<file path="src/fcg_pkg.sv">
// Package with constants and carrier types for the four-channel gain control
package fcg_pkg;
  localparam int CLK_HZ = 10_000_000;
  localparam int POR_MS = 100;
  localparam int POR_CYCLES = (CLK_HZ / 1000) * POR_MS;
  localparam int ZC_TIMEOUT_MS = 16;
  localparam int ZC_TIMEOUT_CYCLES = (CLK_HZ / 1000) * ZC_TIMEOUT_MS;
  localparam int CAL_CYCLES = 64;
  localparam int NUM_CH = 4;
  localparam int CODE_W = 8;
  localparam int WORD_W = NUM_CH * CODE_W;
  localparam logic [7:0] MUTE_CODE = 8'h00;

  typedef enum logic [3:0] {
    FCG_POR = 4'h1,
    FCG_CAL = 4'h2,
    FCG_RUN = 4'h4,
    FCG_LOSS = 4'h8
  } fcg_state_t;

  typedef struct packed {
    logic sclk_rise;
    logic sclk_fall;
    logic sel_n;
    logic data;
  } fcg_link_t;
endpackage : fcg_pkg

</file>
<file path="src/fcg_gain_channel.sv">
// One channel: holds pending gain, applies on zero crossing or timeout
`timescale 1ns/1ps
module fcg_gain_channel #(
  parameter int TIMEOUT_CYCLES = fcg_pkg::ZC_TIMEOUT_CYCLES
) (
  input wire logic clk_in,
  input wire logic reset_in,
  input wire logic [7:0] target_in,
  input wire logic gate_in,
  input wire logic mute_req_in,
  input wire logic zero_cross_in,
  output logic [7:0] gain_out,
  output logic muted_out
);
  localparam int CW = $clog2(TIMEOUT_CYCLES + 1);
  logic [2:0] zc_meta_q;
  logic [CW-1:0] wait_q;
  logic zc_rise;
  logic gain_pend;
  logic mute_pend;

  if (TIMEOUT_CYCLES < 1) begin : g_bad_timeout
    $error("Timeout must be at least one cycle");
  end

  assign zc_rise = zc_meta_q[1] & ~zc_meta_q[2];
  assign gain_pend = target_in != gain_out;
  assign mute_pend = mute_req_in != muted_out;

  always_ff @(posedge clk_in) begin
    if (reset_in) begin
      zc_meta_q <= 3'h0;
    end else begin
      zc_meta_q <= {zc_meta_q[1:0], zero_cross_in};
    end
  end

  // Timeout counter runs while anything is pending
  always_ff @(posedge clk_in) begin
    if (reset_in || !(gain_pend || mute_pend)) begin
      wait_q <= '0;
    end else if (wait_q != CW'(TIMEOUT_CYCLES)) begin
      wait_q <= wait_q + CW'(1);
    end
  end

  always_ff @(posedge clk_in) begin
    if (reset_in) begin
      gain_out <= fcg_pkg::MUTE_CODE;
    end else if (gain_pend && (!gate_in || zc_rise || wait_q == CW'(TIMEOUT_CYCLES))) begin
      gain_out <= target_in; // RQ15 RQ16
    end
  end

  // Hardware mute ignores the gate input
  always_ff @(posedge clk_in) begin
    if (reset_in) begin
      muted_out <= 1'b1;
    end else if (mute_pend && (zc_rise || wait_q == CW'(TIMEOUT_CYCLES))) begin
      muted_out <= mute_req_in; // RQ19
    end
  end
endmodule : fcg_gain_channel

</file>
<file path="src/fcg_link_sync.sv">
// Synchroniser and edge finder for the serial port pins
`timescale 1ns/1ps
module fcg_link_sync (
  input wire logic clk_in,
  input wire logic reset_in,
  input wire logic sclk_in,
  input wire logic sel_n_in,
  input wire logic serial_in,
  output fcg_pkg::fcg_link_t link_out
);
  logic [2:0] meta_q;
  logic [2:0] sync_q;
  logic sclk_prev_q;

  always_ff @(posedge clk_in) begin
    if (reset_in) begin
      meta_q <= 3'h3;
      sync_q <= 3'h3;
      sclk_prev_q <= 1'b0;
    end else begin
      meta_q <= {sclk_in, sel_n_in, serial_in};
      sync_q <= meta_q;
      sclk_prev_q <= sync_q[2];
    end
  end

  always_comb begin
    link_out.sclk_rise = sync_q[2] & ~sclk_prev_q;
    link_out.sclk_fall = ~sync_q[2] & sclk_prev_q;
    link_out.sel_n = sync_q[1];
    link_out.data = sync_q[0];
  end
endmodule : fcg_link_sync

</file>
<file path="src/fcg_top.sv">
// Serial control, sequencing and mute logic for the four-channel gain control
`timescale 1ns/1ps
// Functional notes
// RQ1: Hold reset about 100 ms, hardware muted.
// RQ2: Start offset calibration when reset ends.
// RQ3: After calibration all codes zero until written.
// RQ4: Supply loss mutes; recovery reruns power-up.
// RQ5: Accept data only while select low.
// RQ6: Capture 32-bit word, four 8-bit codes.
// RQ7: Codes arrive MSB first, unsigned.
// RQ8: Sample serial input on clock rise.
// RQ9: Output tri-state when deselected, falls update.
// RQ10: Code zero mutes channel to ground.
// RQ11: Codes 1-255 give 31.5 minus half-dB steps.
// RQ12: Chained devices form 32-bit-per-device shift register.
// RQ13: Host holds select 32 clocks per device.
// RQ14: Zero-cross enable low off, high on.
// RQ15: Gating per channel, only on change.
// RQ16: Apply on positive crossing or 16 ms.
// RQ17: Hardware mute pin and all-zero software mute.
// RQ18: Hardware mute input is active low.
// RQ19: Hardware mute waits crossing or timeout always.
// RQ20: Hardware mute also starts offset calibration.
// RQ21: Select rise loads word; channel 1 first.
// RQ22: Output shows far end of shift register.
module fcg_top #(
  parameter int POR_CYCLES = fcg_pkg::POR_CYCLES,
  parameter int TIMEOUT_CYCLES = fcg_pkg::ZC_TIMEOUT_CYCLES,
  parameter int CAL_CYCLES = fcg_pkg::CAL_CYCLES
) (
  input wire logic clk_in,
  input wire logic reset_in,
  input wire logic sclk_in,
  input wire logic sel_n_in,
  input wire logic serial_in,
  input wire logic zero_cross_enable_in,
  input wire logic hw_mute_n_in,
  input wire logic supply_ok_in,
  input wire logic [3:0] zero_cross_in,
  output logic serial_out,
  output logic serial_oe_out,
  output logic [31:0] gain_out,
  output logic [3:0] ch_ground_out,
  output logic [3:0] hw_muted_out,
  output logic cal_active_out,
  output logic por_active_out
);
  localparam int PW = $clog2(POR_CYCLES + 1);
  localparam int KW = $clog2(CAL_CYCLES + 1);

  fcg_pkg::fcg_link_t link;
  fcg_pkg::fcg_state_t state_q;
  logic [PW-1:0] por_cnt_q;
  logic [KW-1:0] cal_cnt_q;
  logic [2:0] pin_meta_q;
  logic [2:0] pin_sync_q;
  logic zc_en;
  logic hw_mute_n;
  logic supply_ok;
  logic hw_mute_prev_q;
  logic [31:0] shift_q;
  logic [31:0] target_q;
  logic sel_prev_q;
  logic out_bit_q;
  logic oe_q;
  logic core_reset;
  logic [31:0] gain_w;
  logic [3:0] muted_w;
  logic [3:0] ground_w;
  logic mute_fall;
  logic por_done;
  logic cal_done;
  logic shift_en;
  logic out_en;
  logic sel_rise;

  if (POR_CYCLES < 1) begin : g_bad_por
    $error("Power-up count must be at least one cycle");
  end
  if (CAL_CYCLES < 1) begin : g_bad_cal
    $error("Calibration count must be at least one cycle");
  end
  if (TIMEOUT_CYCLES < 1) begin : g_bad_timeout
    $error("Timeout must be at least one cycle");
  end
  if (fcg_pkg::WORD_W != 32) begin : g_bad_word
    $error("Ports serve four 8-bit codes only");
  end

  fcg_link_sync u_sync (
    .clk_in(clk_in),
    .reset_in(reset_in),
    .sclk_in(sclk_in),
    .sel_n_in(sel_n_in),
    .serial_in(serial_in),
    .link_out(link)
  );

  // Level pins through two flip-flops
  always_ff @(posedge clk_in) begin
    if (reset_in) begin
      pin_meta_q <= 3'h2;
      pin_sync_q <= 3'h2;
    end else begin
      pin_meta_q <= {zero_cross_enable_in, hw_mute_n_in, supply_ok_in};
      pin_sync_q <= pin_meta_q;
    end
  end

  assign zc_en = pin_sync_q[2];
  assign hw_mute_n = pin_sync_q[1]; // RQ18
  assign supply_ok = pin_sync_q[0];

  // Previous level of the synchronised mute pin
  always_ff @(posedge clk_in) begin
    if (reset_in) begin
      hw_mute_prev_q <= 1'b1;
    end else begin
      hw_mute_prev_q <= hw_mute_n;
    end
  end

  assign mute_fall = hw_mute_prev_q && !hw_mute_n;
  assign por_done = por_cnt_q == PW'(POR_CYCLES - 1);
  assign cal_done = cal_cnt_q == KW'(CAL_CYCLES - 1);

  // Power-up, calibration and supply-loss sequencing
  always_ff @(posedge clk_in) begin
    if (reset_in) begin
      state_q <= fcg_pkg::FCG_POR;
    end else begin
      unique case (state_q)
        fcg_pkg::FCG_POR: begin
          if (supply_ok && por_done) begin
            state_q <= fcg_pkg::FCG_CAL; // RQ1 RQ2
          end
        end
        fcg_pkg::FCG_CAL: begin
          if (!supply_ok) begin
            state_q <= fcg_pkg::FCG_LOSS;
          end else if (cal_done) begin
            state_q <= fcg_pkg::FCG_RUN;
          end
        end
        fcg_pkg::FCG_RUN: begin
          if (!supply_ok) begin
            state_q <= fcg_pkg::FCG_LOSS; // RQ4
          end else if (mute_fall) begin
            state_q <= fcg_pkg::FCG_CAL; // RQ20
          end
        end
        fcg_pkg::FCG_LOSS: begin
          if (supply_ok) begin
            state_q <= fcg_pkg::FCG_POR; // RQ4
          end
        end
        default: begin
          state_q <= fcg_pkg::FCG_POR;
        end
      endcase
    end
  end

  // Power-up timer, restarted while the supply is low
  always_ff @(posedge clk_in) begin
    if (reset_in || state_q != fcg_pkg::FCG_POR || !supply_ok) begin
      por_cnt_q <= '0;
    end else if (!por_done) begin
      por_cnt_q <= por_cnt_q + PW'(1); // RQ1
    end
  end

  // Calibration timer, cleared outside calibration
  always_ff @(posedge clk_in) begin
    if (reset_in || state_q != fcg_pkg::FCG_CAL) begin
      cal_cnt_q <= '0;
    end else if (!cal_done) begin
      cal_cnt_q <= cal_cnt_q + KW'(1); // RQ2
    end
  end

  // Internal flip-flops cleared during power-up and supply loss
  assign core_reset = reset_in || state_q == fcg_pkg::FCG_POR || state_q == fcg_pkg::FCG_LOSS; // RQ1 RQ4

  // Link strobes qualified by the select
  assign shift_en = !link.sel_n && link.sclk_rise; // RQ5 RQ8
  assign out_en = !link.sel_n && link.sclk_fall; // RQ9
  assign sel_rise = link.sel_n && !sel_prev_q; // RQ21

  // Shift register: sample on rise while selected, MSB first
  always_ff @(posedge clk_in) begin
    if (core_reset) begin
      shift_q <= '0;
    end else if (shift_en) begin
      shift_q <= {shift_q[30:0], link.data}; // RQ5 RQ6 RQ7 RQ8 RQ12
    end
  end

  // Previous level of the synchronised select
  always_ff @(posedge clk_in) begin
    if (core_reset) begin
      sel_prev_q <= 1'b1;
    end else begin
      sel_prev_q <= link.sel_n;
    end
  end

  // Transfer on select rise; channel 1 in the first byte sent
  always_ff @(posedge clk_in) begin
    if (core_reset) begin
      target_q <= '0; // RQ3
    end else if (sel_rise) begin
      target_q <= shift_q; // RQ21
    end
  end

  // Serial output enable follows the select
  always_ff @(posedge clk_in) begin
    if (core_reset) begin
      oe_q <= 1'b0;
    end else begin
      oe_q <= !link.sel_n; // RQ9
    end
  end

  // Serial output bit updated on falls
  always_ff @(posedge clk_in) begin
    if (core_reset) begin
      out_bit_q <= 1'b0;
    end else if (out_en) begin
      out_bit_q <= shift_q[31]; // RQ9 RQ22
    end
  end

  genvar ch;
  generate
    for (ch = 0; ch < fcg_pkg::NUM_CH; ch++) begin : g_ch
      fcg_gain_channel #(
        .TIMEOUT_CYCLES(TIMEOUT_CYCLES)
      ) u_ch (
        .clk_in(clk_in),
        .reset_in(core_reset),
        .target_in(target_q[31 - 8 * ch -: 8]),
        .gate_in(zc_en), // RQ14
        .mute_req_in(!hw_mute_n), // RQ17
        .zero_cross_in(zero_cross_in[ch]),
        .gain_out(gain_w[31 - 8 * ch -: 8]),
        .muted_out(muted_w[ch])
      );
      assign ground_w[ch] = gain_w[31 - 8 * ch -: 8] == fcg_pkg::MUTE_CODE; // RQ10 RQ17
    end
  endgenerate

  // Applied gains and ground flags
  always_ff @(posedge clk_in) begin
    if (core_reset) begin
      gain_out <= '0;
      ch_ground_out <= 4'hF;
    end else begin
      gain_out <= gain_w; // RQ11
      ch_ground_out <= ground_w; // RQ10 RQ17
    end
  end

  // Hardware mute flags, forced while power-up or supply loss holds
  always_ff @(posedge clk_in) begin
    if (core_reset) begin
      hw_muted_out <= 4'hF;
    end else begin
      hw_muted_out <= muted_w | {4{state_q != fcg_pkg::FCG_RUN && state_q != fcg_pkg::FCG_CAL}}; // RQ1 RQ4
    end
  end

  // Daisy-chain data pin
  always_ff @(posedge clk_in) begin
    if (reset_in) begin
      serial_out <= 1'b0;
    end else begin
      serial_out <= out_bit_q;
    end
  end

  // Daisy-chain driver enable
  always_ff @(posedge clk_in) begin
    if (reset_in) begin
      serial_oe_out <= 1'b0;
    end else begin
      serial_oe_out <= oe_q;
    end
  end

  // Calibration status
  always_ff @(posedge clk_in) begin
    if (reset_in) begin
      cal_active_out <= 1'b0;
    end else begin
      cal_active_out <= state_q == fcg_pkg::FCG_CAL; // RQ2
    end
  end

  // Power-up or supply-loss status
  always_ff @(posedge clk_in) begin
    if (reset_in) begin
      por_active_out <= 1'b1;
    end else begin
      por_active_out <= state_q == fcg_pkg::FCG_POR || state_q == fcg_pkg::FCG_LOSS;
    end
  end
endmodule : fcg_top

</file>
<file path="config.mk">
export PLATFORM = sky130hd
export DESIGN_NAME = fcg_top
export DESIGN_NICKNAME = d
export VERILOG_FILES = /design/src/fcg_pkg.sv /design/src/fcg_gain_channel.sv /design/src/fcg_link_sync.sv /design/src/fcg_top.sv
export SDC_FILE = /design/constraint.sdc
export NUM_CORES = 1
export LEC_CHECK = 0
export ABC_AREA = 1
export BUFFER_PORTS_ARGS = -buffer_cell sky130_fd_sc_hd__buf_2
export CAP_MARGIN = 25
export CORE_MARGIN = 5
export CORE_UTILIZATION = 45
export CTS_CLUSTER_DIAMETER = 60
export DETAILED_ROUTE_END_ITERATION = 7
export PLACE_DENSITY_LB_ADDON = 0.05
export SYNTH_ARGS = -nofsm -noshare
export SYNTH_HDL_FRONTEND = slang
export SYNTH_SLANG_ARGS = --single-unit
</file>
<file path="constraint.sdc">
create_clock -name clk_in -period 1.7 [get_ports clk_in]
set_input_delay 0.085 -clock clk_in [delete_from_list [all_inputs] [get_ports clk_in]]
set_output_delay 0.085 -clock clk_in [all_outputs]
set_load 0.005 [all_outputs]
</file>
==> results of run 1 <==
## metal layers
layer	track usage, %	share of wire (%)	up-vias
li1	-	-	5255
met1	23.9	50	4352
met2	27.4	44	120
met3	2.49	3.0	38
met4	4.13	2.3	0
met5	0	0	-
## cell type report
type,count,area [sq um]
Clock buffer,48,890
Fill cell,2440,11600
Inverter,205,772
Sequential cell,276,5530
Timing Repair Buffer,117,917
Multi-Input combinational cell,1057,5020
Tap cell,330,413
Clock inverter,9,82.6
## state kept, by name, indices dropped and copies added, names as in the netlist, 3 cells and up
name,cells
gain_out,32
por_cnt_q,20
state_q,4
u_sync.meta_q,3
g_ch.u_ch.zc_meta_q,12
g_ch.u_ch.gain_out,32
pin_meta_q,3
cal_cnt_q,7
shift_q,32
g_ch.u_ch.muted_out,4
u_sync.sync_q,3
pin_sync_q,3
target_q,32
g_ch.u_ch.wait_q,72
ch_ground_out,4
hw_muted_out,4
## cells in the mapped netlist (9+ instances only)
library cell / count
xor2_1: 33
nor3_1: 20
o21ai_0: 32
nand2_1: 360
nand3_1: 117
buf_2: 14
or2_2: 23
dfxtp_1: 276
xnor2_1: 9
nor2_1: 215
ha_1: 10
clkbuf_1: 31
nand4_1: 61
a21oi_1: 157
inv_1: 203
## timing repair
item / 4_1_cts / 5_1_grt
setup endpoints to repair: 0 / 32
endpoints found under the hold margin: 14 / 0
gates resized for setup: 0 / 18
hold buffers: 14 / 0
## logic make-up after synthesis
group,count (synthesis),share of synthesized area (%)
buffers and inverters,254,8.62
DFF,276,48.1
adders and majority gates,10,1.09
AOI/OAI and AO/OA,201,9.03
and+or+nand+nor,804,30.0
xor gates and xnor gates,42,3.20
## worst min-delay path, cell delays in order
cell and delay (ns):
dlygate4sd3_1 0.52, buf_2 0.09, or2_2 0.08
## worst max path at each step
stage	startpoint	endpoint	slack [ns]	depth (start not counted)
after floorplan	g_ch[2].u_ch.wait_q[0]	g_ch[2].u_ch.gain_out[5]	0.17	10
after global placement	g_ch[2].u_ch.wait_q[0]	g_ch[2].u_ch.wait_q[16]	0.09	8
after detailed placement	g_ch[2].u_ch.wait_q[0]	g_ch[2].u_ch.wait_q[16]	0.06	8
after CTS	g_ch[2].u_ch.wait_q[0]	g_ch[2].u_ch.wait_q[16]	0.04	8
after global routing	state_q[1]	g_ch[0].u_ch.muted_out	0.0007	9
final	state_q[1]	g_ch[0].u_ch.muted_out	0.13	9
## power breakdown
group | switching [mW] | total (mW) | internal (mW)
sequential | 0.00975 | 6.49 | 6.48
clock | 2.53 | 6.27 | 3.73
combinational | 0.0790 | 0.143 | 0.0637
## per-stage QoR
step                      hold slack (ns)  util (%)  total power, mW  setup slack [ns]  instance area, sq um
after floorplan                     0.189         -             6.70             0.170                 11500
final                               0.272      54.1             12.9             0.128                 13600
after CTS                           0.229      53.9             13.1            0.0416                 13600
after global routing                0.250      54.1             13.4          0.000678                 13600
after global placement              0.269      49.5             6.75            0.0859                 12500
after detailed placement            0.271      49.5             6.75            0.0570                 12500
==> results_dict.tcl, run 1 <==
set metrics [dict create \
    yosys.area.top_type "dfxtp_1" \
    setup_viol 0 \
    drv_slew 0 \
    end_kind "flip-flop" \
    required_ns 2.11 \
    ys_top_cells_by_area "dfxtp_1 48%, nand2_1 12%, nor2_1 7.0%, a21oi_1 6.8%, inv_1 6.6%" \
    placed_cells 1971 \
    critical_path_buf_inv_count 5 \
    final_common_cell "nand2_1" \
    numCtsBuffers 31 \
    synth.cell_area_sq_mm 0.0115 \
    cap_violations 0 \
    syn_nets 1609 \
    min_path_type "in -> reg" \
    path_class "reg -> reg" \
    dp_hpwl_microns 17000 \
    area_delta_synth_final_pct 18.6 \
    r2r_setup_slack_ns 0.13 \
    cp_slowest_stage_delay_ns 0.38 \
    crit_slowest_cell "dfxtp_1" \
    coreArea_sq_mm 0.0252 \
    vias 9765 \
    cts_tree "yes" \
    clk_pin_slew_worst_paths_ns 0.06 \
    r2r-start "state_q[1]" \
    vias_per_cell 4.78 \
    drt-total-wl_microns 24400 \
    leakagePower_nw 4.79 \
    antenna_found_initial 0 \
    drive_above_1_share_pct 11.7 \
    whs_path_depth 3 \
    hold_end "pin_meta_q[1]" \
    synth_cell_type_count 29 \
    min_period_ns 1.57 \
    slew-limit-headroom_pct 58.2 \
    tightest_slew_ns 0.626 \
    die_y_microns 170 \
    critPathArrivalTime_ns 1.98 \
    r2r_cells 9 \
    rsz0062_at_grt "no" \
    yosysSeqAreaShare_pct 48.1 \
    drc 0 \
    start_util_pct 45.6 \
    synth_edf_count 0 \
    synth-seq-cells 276 \
    hp-start "hw_mute_n_in" \
    gp_congestion 0.807 \
    rows 58 \
    grt_pass1_vias 9009 \
    antennaDiodeCount 0 \
    grt_pass1_wl_microns 42200 \
    grt_overflow 0 \
    ir_drop_mv 0.964 \
    num_io_pins 56 \
    powerDensity_mw_per_mm2 947 \
    critPathTopFamily "buffers and inverters" \
    yosysWarnings 0 \
    final_cell_mix "358 x nand2_1, 275 x dfxtp_1, 204 x nor2_1" \
    period_share_pct 92.5 \
    path_max_fanout 24 \
    detail_route.wl_per_cell_microns 12.0 \
    grt_max_degree 43 \
    dieArea_sq_mm 0.0288 \
    finalClockSkew_ns 0.00808 \
    port_buffers 55 \
    finalHoldViolCount 0 \
    synthArstFlopShare_pct 0 \
    num-nets-final 1710 \
    worstSkewPairLatency_ns 0.54 \
    ctsHtreeMaxLevel 1 \
    outcome "finished, final reports clean" \
    crit_chain "inv_1 > nand3_2 > inv_2 > nor3_4 > buf_12 > inv_4 > buf_12 > a21oi_1 > o21ai_0" \
    cts_sinks 276 \
    final_cells 2042 \
    max_freq_ghz 0.636 \
    synthCells 1587 \
    die_x_microns 170 \
    syn_avg_cell_area_sq_um 7.24 \
    drtPass1Iterations 4 \
    grt_usage_pct 16.9 \
    drt_iter0_drc 605 \
    cts_setup_buffers 0 \
    yosysTopAreaCellShare_pct 48.1 \
    synth-main-ff-cell "dfxtp_1" \
    root_buffer "clkbuf_16" \
    finalSetupTns_ns 0 \
    ant_nets 0 \
    r2r-end "g_ch[0].u_ch.muted_out" \
    crit_top_cell "buf_12" \
    cp-start-kind "flip-flop" \
    clk_path_buf_depth 3 \
]
No activity file was read; power rests on OpenSTA's default activity.
==> inputs of run 2 (changes only) <==
CORE_ASPECT_RATIO = 1.1   (was not set)
==> results_dict.tcl, run 2 (same netlist as run 1, synthesis figures left out) <==
set metrics [dict create \
    outcome "finished, final reports clean" \
    grtUsageMet2_pct 30.2 \
    min_path_type "in -> reg" \
    vias 9926 \
    total_power_mw 14.3 \
    r2r_cells 8 \
    num_io_pins 56 \
    gp_congestion 0.828 \
    drt_iter0_drc 668 \
    clk_pin_slew_worst_paths_ns 0.06 \
    ir_drop_mv 0.715 \
    hold_end "u_sync.meta_q[1]" \
    finalClockSkew_ns 0.0208 \
    path_class "reg -> reg" \
    ctsHtreeMaxLevel 1 \
    rsz0062_at_grt "no" \
    root_buffer "clkbuf_16" \
    fin_area_sq_mm 0.0139 \
    grt_usage_pct 17.7 \
    start_util_pct 45.5 \
    fillCellCount 2446 \
    slew-limit-headroom_pct 51.9 \
    drtPass1Iterations 7 \
    drv_slew 0 \
    largest_reg_flops 72 \
    place_worst_setup_slack_ns 0.0286 \
    grt_pass1_wl_microns 43800 \
    top_register "g_ch.u_ch.wait_q" \
    grt.busiest_layer "met2" \
    area_delta_synth_final_pct 21.2 \
    port_buffers 55 \
    worstSkewPairLatency_ns 0.55 \
    drt-total-wl_microns 25400 \
    vias_per_cell 4.81 \
    dieArea_sq_mm 0.0288 \
    min_period_ns 1.57 \
    critPathArrivalTime_ns 2.01 \
    numCtsBuffers 30 \
    cts_setup_buffers 0 \
    global_route.usage.met3_pct 2.39 \
    drc 0 \
    required_ns 2.14 \
    end_kind "flip-flop" \
    grtUsageMet1_pct 24.2 \
    whs_path_depth 3 \
    powerDensity_mw_per_mm2 1030 \
    dp_hpwl_microns 17700 \
    setup_viol 0 \
    hold_ws_ns 0.256 \
    grt_pass1_vias 9387 \
    leakagePower_nw 4.97 \
    coreArea_sq_mm 0.0253 \
    grt_max_degree 33 \
    cts_tree "yes" \
    period_share_pct 92.4 \
    cp-start-kind "flip-flop" \
    rows 61 \
    antennaDiodeCount 0 \
    r2r-start "g_ch[2].u_ch.wait_q[0]" \
    placed_cells 1995 \
    path_max_fanout 4 \
    clk_path_buf_depth 3 \
    finalSetupTns_ns 0 \
    die_x_microns 162 \
    post_dp_cell_area_sq_mm 0.0126 \
    utilization_pct 55.1 \
    cts_sinks 276 \
    finalHoldViolCount 0 \
    final_cells 2062 \
    r2r-end "g_ch[2].u_ch.wait_q[16]" \
    ant_nets 0 \
    final_cell_mix "358 x nand2_1, 275 x dfxtp_1, 204 x nor2_1" \
    detail_route.wl_per_cell_microns 12.3 \
    r2r_setup_slack_ns 0.13 \
    cap_violations 0 \
    final_common_cell "nand2_1" \
    max_freq_ghz 0.636 \
    tightest_slew_ns 0.721 \
    hp-start "sel_n_in" \
    antenna_found_initial 0 \
    drive_above_1_share_pct 12.6 \
    die_y_microns 178 \
    layout_setup_ws_ns 0.128 \
    grt_overflow 0 \
    num-nets-final 1714 \
]
==> run 2: worst max path at each step <==
stage	startpoint	end	slack [ns]	cells after the start
floorplan	g_ch[2].u_ch.wait_q[0]	g_ch[2].u_ch.gain_out[5]	0.17	10
global placement	g_ch[2].u_ch.wait_q[0]	g_ch[2].u_ch.wait_q[16]	0.07	8
detailed placement	g_ch[2].u_ch.wait_q[0]	g_ch[2].u_ch.wait_q[16]	0.03	8
CTS	g_ch[2].u_ch.wait_q[0]	g_ch[2].u_ch.wait_q[16]	0.01	8
global route	g_ch[2].u_ch.wait_q[13]	g_ch[2].u_ch.gain_out[2]	0.006	10
finish	g_ch[2].u_ch.wait_q[0]	g_ch[2].u_ch.wait_q[16]	0.13	8
==> run 2: per-layer routing <==
layer / vias to the layer above / share of wire [%]
met1: 4483 / 49
met4: 0 / 1.3
li1: 5272 / -
met2: 140 / 47
met3: 31 / 3.5
met5: - / 0
==> run 2: report_power, final <==
group / internal (mW) / total (mW) / switching, mW
sequential: 6.48 / 6.49 / 0.00854
combinational: 0.0636 / 0.144 / 0.0801
clock: 5.01 / 7.64 / 2.63
total: 11.6 / 14.3 / 2.72
==> run 2: layout make-up <==
type	count	area (sq um)	area share, %
Multi-Input combinational cell	1057	5030	36.1
Inverter	205	774	5.56
Clock buffer	39	845	6.07
Clock inverter	17	349	2.51
Timing Repair Buffer	122	968	6.96
Sequential cell	276	5530	39.7
Tap cell	346	433	3.11
==> run 2: critical path: stages (launching register included) <==
cell     delay, ns
dfxtp_1       0.36
ha_1          0.21
nand2_1       0.12
nor3_4        0.19
nand2_1       0.15
nor2_4        0.15
nand2_1       0.08
xor2_1        0.13
nor2_1        0.05
==> run 2: timing repair <==
item                                    CTS  global route
endpoints found under the hold margin    22             0
endpoints found under the setup margin    0            29
gates resized for setup                   0            19
hold buffers                             11             0
==> inputs of run 3 (changes only) <==
CORE_ASPECT_RATIO = 2   (was 1.1)
==> results_dict.tcl, run 3 (same netlist as run 1, synthesis figures left out) <==
set metrics [dict create \
    outcome "finished, final reports clean" \
    r2r-end "g_ch[1].u_ch.wait_q[12]" \
    min_path_type "in -> reg" \
    rsz0062_at_grt "no" \
    wl_met3_microns 769 \
    min_period_ns 1.55 \
    drv_slew 0 \
    hold_end "u_sync.meta_q[1]" \
    drive_above_1_share_pct 12.6 \
    final_cells 2055 \
    clk_path_buf_depth 3 \
    finalHoldViolCount 0 \
    coreArea_sq_mm 0.0251 \
    required_ns 2.16 \
    ctsHtreeMaxLevel 1 \
    r2r_setup_slack_ns 0.15 \
    r2r-start "state_q[3]" \
    wl_met2_microns 14500 \
    antenna_found_initial 0 \
    grt_overflow 0 \
    critPathArrivalTime_ns 2.00 \
    setup_viol 0 \
    final_cell_mix "360 x nand2_1, 272 x dfxtp_1, 209 x nor2_1" \
    final_common_cell "nand2_1" \
    grt_pass1_vias 9709 \
    drc 0 \
    drtPass1Iterations 4 \
    leakagePower_nw 4.85 \
    antennaDiodeCount 0 \
    die_x_microns 123 \
    largest_reg_flops 72 \
    drt_iter0_drc 444 \
    path_class "reg -> reg" \
    root_buffer "clkbuf_16" \
    cts_sinks 276 \
    detail_route.wl_per_cell_microns 12.9 \
    grt_pass1_wl_microns 44700 \
    numCtsBuffers 26 \
    m1WireLength_microns 10600 \
    tightest_slew_ns 0.661 \
    grt_usage_pct 18.4 \
    port_buffers 55 \
    hp-start "sel_n_in" \
    finalSetupTns_ns 0 \
    cp-start-kind "flip-flop" \
    finalClockSkew_ns 0.00855 \
    drt-total-wl_microns 26500 \
    dieArea_sq_mm 0.0290 \
    cap_violations 0 \
    cts_tree "yes" \
    start_util_pct 45.7 \
    clk_pin_slew_worst_paths_ns 0.06 \
    period_share_pct 91.1 \
    ir_drop_mv 0.806 \
    r2r_cells 8 \
    max_freq_ghz 0.646 \
    end_kind "flip-flop" \
    path_max_fanout 18 \
    rows 82 \
    die_y_microns 236 \
    vias_per_cell 4.88 \
    placed_cells 1998 \
    num_io_pins 56 \
    powerDensity_mw_per_mm2 931 \
    gp_congestion 0.810 \
    whs_path_depth 3 \
    num-nets-final 1723 \
    area_delta_synth_final_pct 18.9 \
    slew-limit-headroom_pct 56.0 \
    dp_hpwl_microns 19100 \
    grt_max_degree 46 \
    top_layer "met4" \
    worstSkewPairLatency_ns 0.54 \
    ant_nets 0 \
    top_register "g_ch.u_ch.wait_q" \
    utilization_pct 54.3 \
    vias 10000 \
]
==> run 3: cell types whose count changed in the layout (fill, tap and decap cells not counted), sizes merged <==
cell / previous run / this run
buf: 111 / 124
clkinvlp: 1 / 0
clkbuf: 39 / 38
bufinv: 10 / 2
==> run 3: area by class of cell <==
cell class	instances	area, sq um
Inverter	205	772
Multi-Input combinational cell	1057	5000
Sequential cell	276	5530
Tap cell	336	420
Timing Repair Buffer	135	1040
Clock buffer	38	807
Fill cell	2547	11500
Clock inverter	8	90.1
==> run 3: how the worst max path moves through the flow <==
stage | from | endpoint | slack (ns) | cells after the start
after floorplan | g_ch[2].u_ch.wait_q[0] | g_ch[2].u_ch.gain_out[5] | 0.17 | 10
after global placement | g_ch[0].u_ch.wait_q[1] | g_ch[0].u_ch.wait_q[14] | 0.12 | 9
after detailed placement | g_ch[0].u_ch.wait_q[0] | g_ch[0].u_ch.wait_q[14] | 0.10 | 9
after CTS | g_ch[0].u_ch.wait_q[0] | g_ch[0].u_ch.wait_q[14] | 0.09 | 9
after global routing | cal_cnt_q[0] | state_q[1] | 0.0001 | 8
final | state_q[3] | g_ch[1].u_ch.wait_q[12] | 0.15 | 8
==> run 3: per-stage QoR <==
| stage | cell area, sq um | setup slack, ns | power (mW) | hold WS [ns] |
|---|---|---|---|---|
| after floorplan | 11500 | 0.170 | 6.70 | 0.189 |
| after global placement | 12600 | 0.124 | 6.76 | 0.270 |
| after detailed placement | 12600 | 0.104 | 6.76 | 0.270 |
| after CTS | 13600 | 0.0859 | 12.9 | 0.242 |
| after global routing | 13700 | 0.000148 | 13.2 | 0.266 |
| final | 13700 | 0.151 | 12.7 | 0.263 |
==> run 3: critical path, cell delays in order (launching register included) <==
cell and delay, ns:
dfxtp_2 0.36, nor2_2 0.07, nand3_2 0.10, inv_2 0.06
nor3_4 0.28, buf_12 0.21, o21ai_2 0.09, buf_12 0.16
a21oi_1 0.13
==> run 3: where the power goes <==
| group | total, mW | internal (mW) | switching, mW | leakage [nW] |
|---|---|---|---|---|
| logic | 0.140 | 0.0622 | 0.0779 | 2.17 |
| clock network | 6.08 | 3.58 | 2.50 | 0.452 |
| registers | 6.49 | 6.48 | 0.0106 | 2.23 |
==> run 3: repair_timing <==
action,4_1_cts,5_1_grt
hold buffers,11,0
buffers inserted,0,0
endpoints found under the setup margin,0,42
gates resized for setup,0,16
hold endpoints to repair,15,0
==> run 3: metal layers <==
| metal | vias up | global-route usage, % |
|---|---|---|
| met2 | 107 | 35.6 |
| met1 | 4620 | 20.2 |
| met5 | - | 0 |
| met4 | 0 | 6.12 |
| li1 | 5263 | - |
| met3 | 37 | 2.13 |
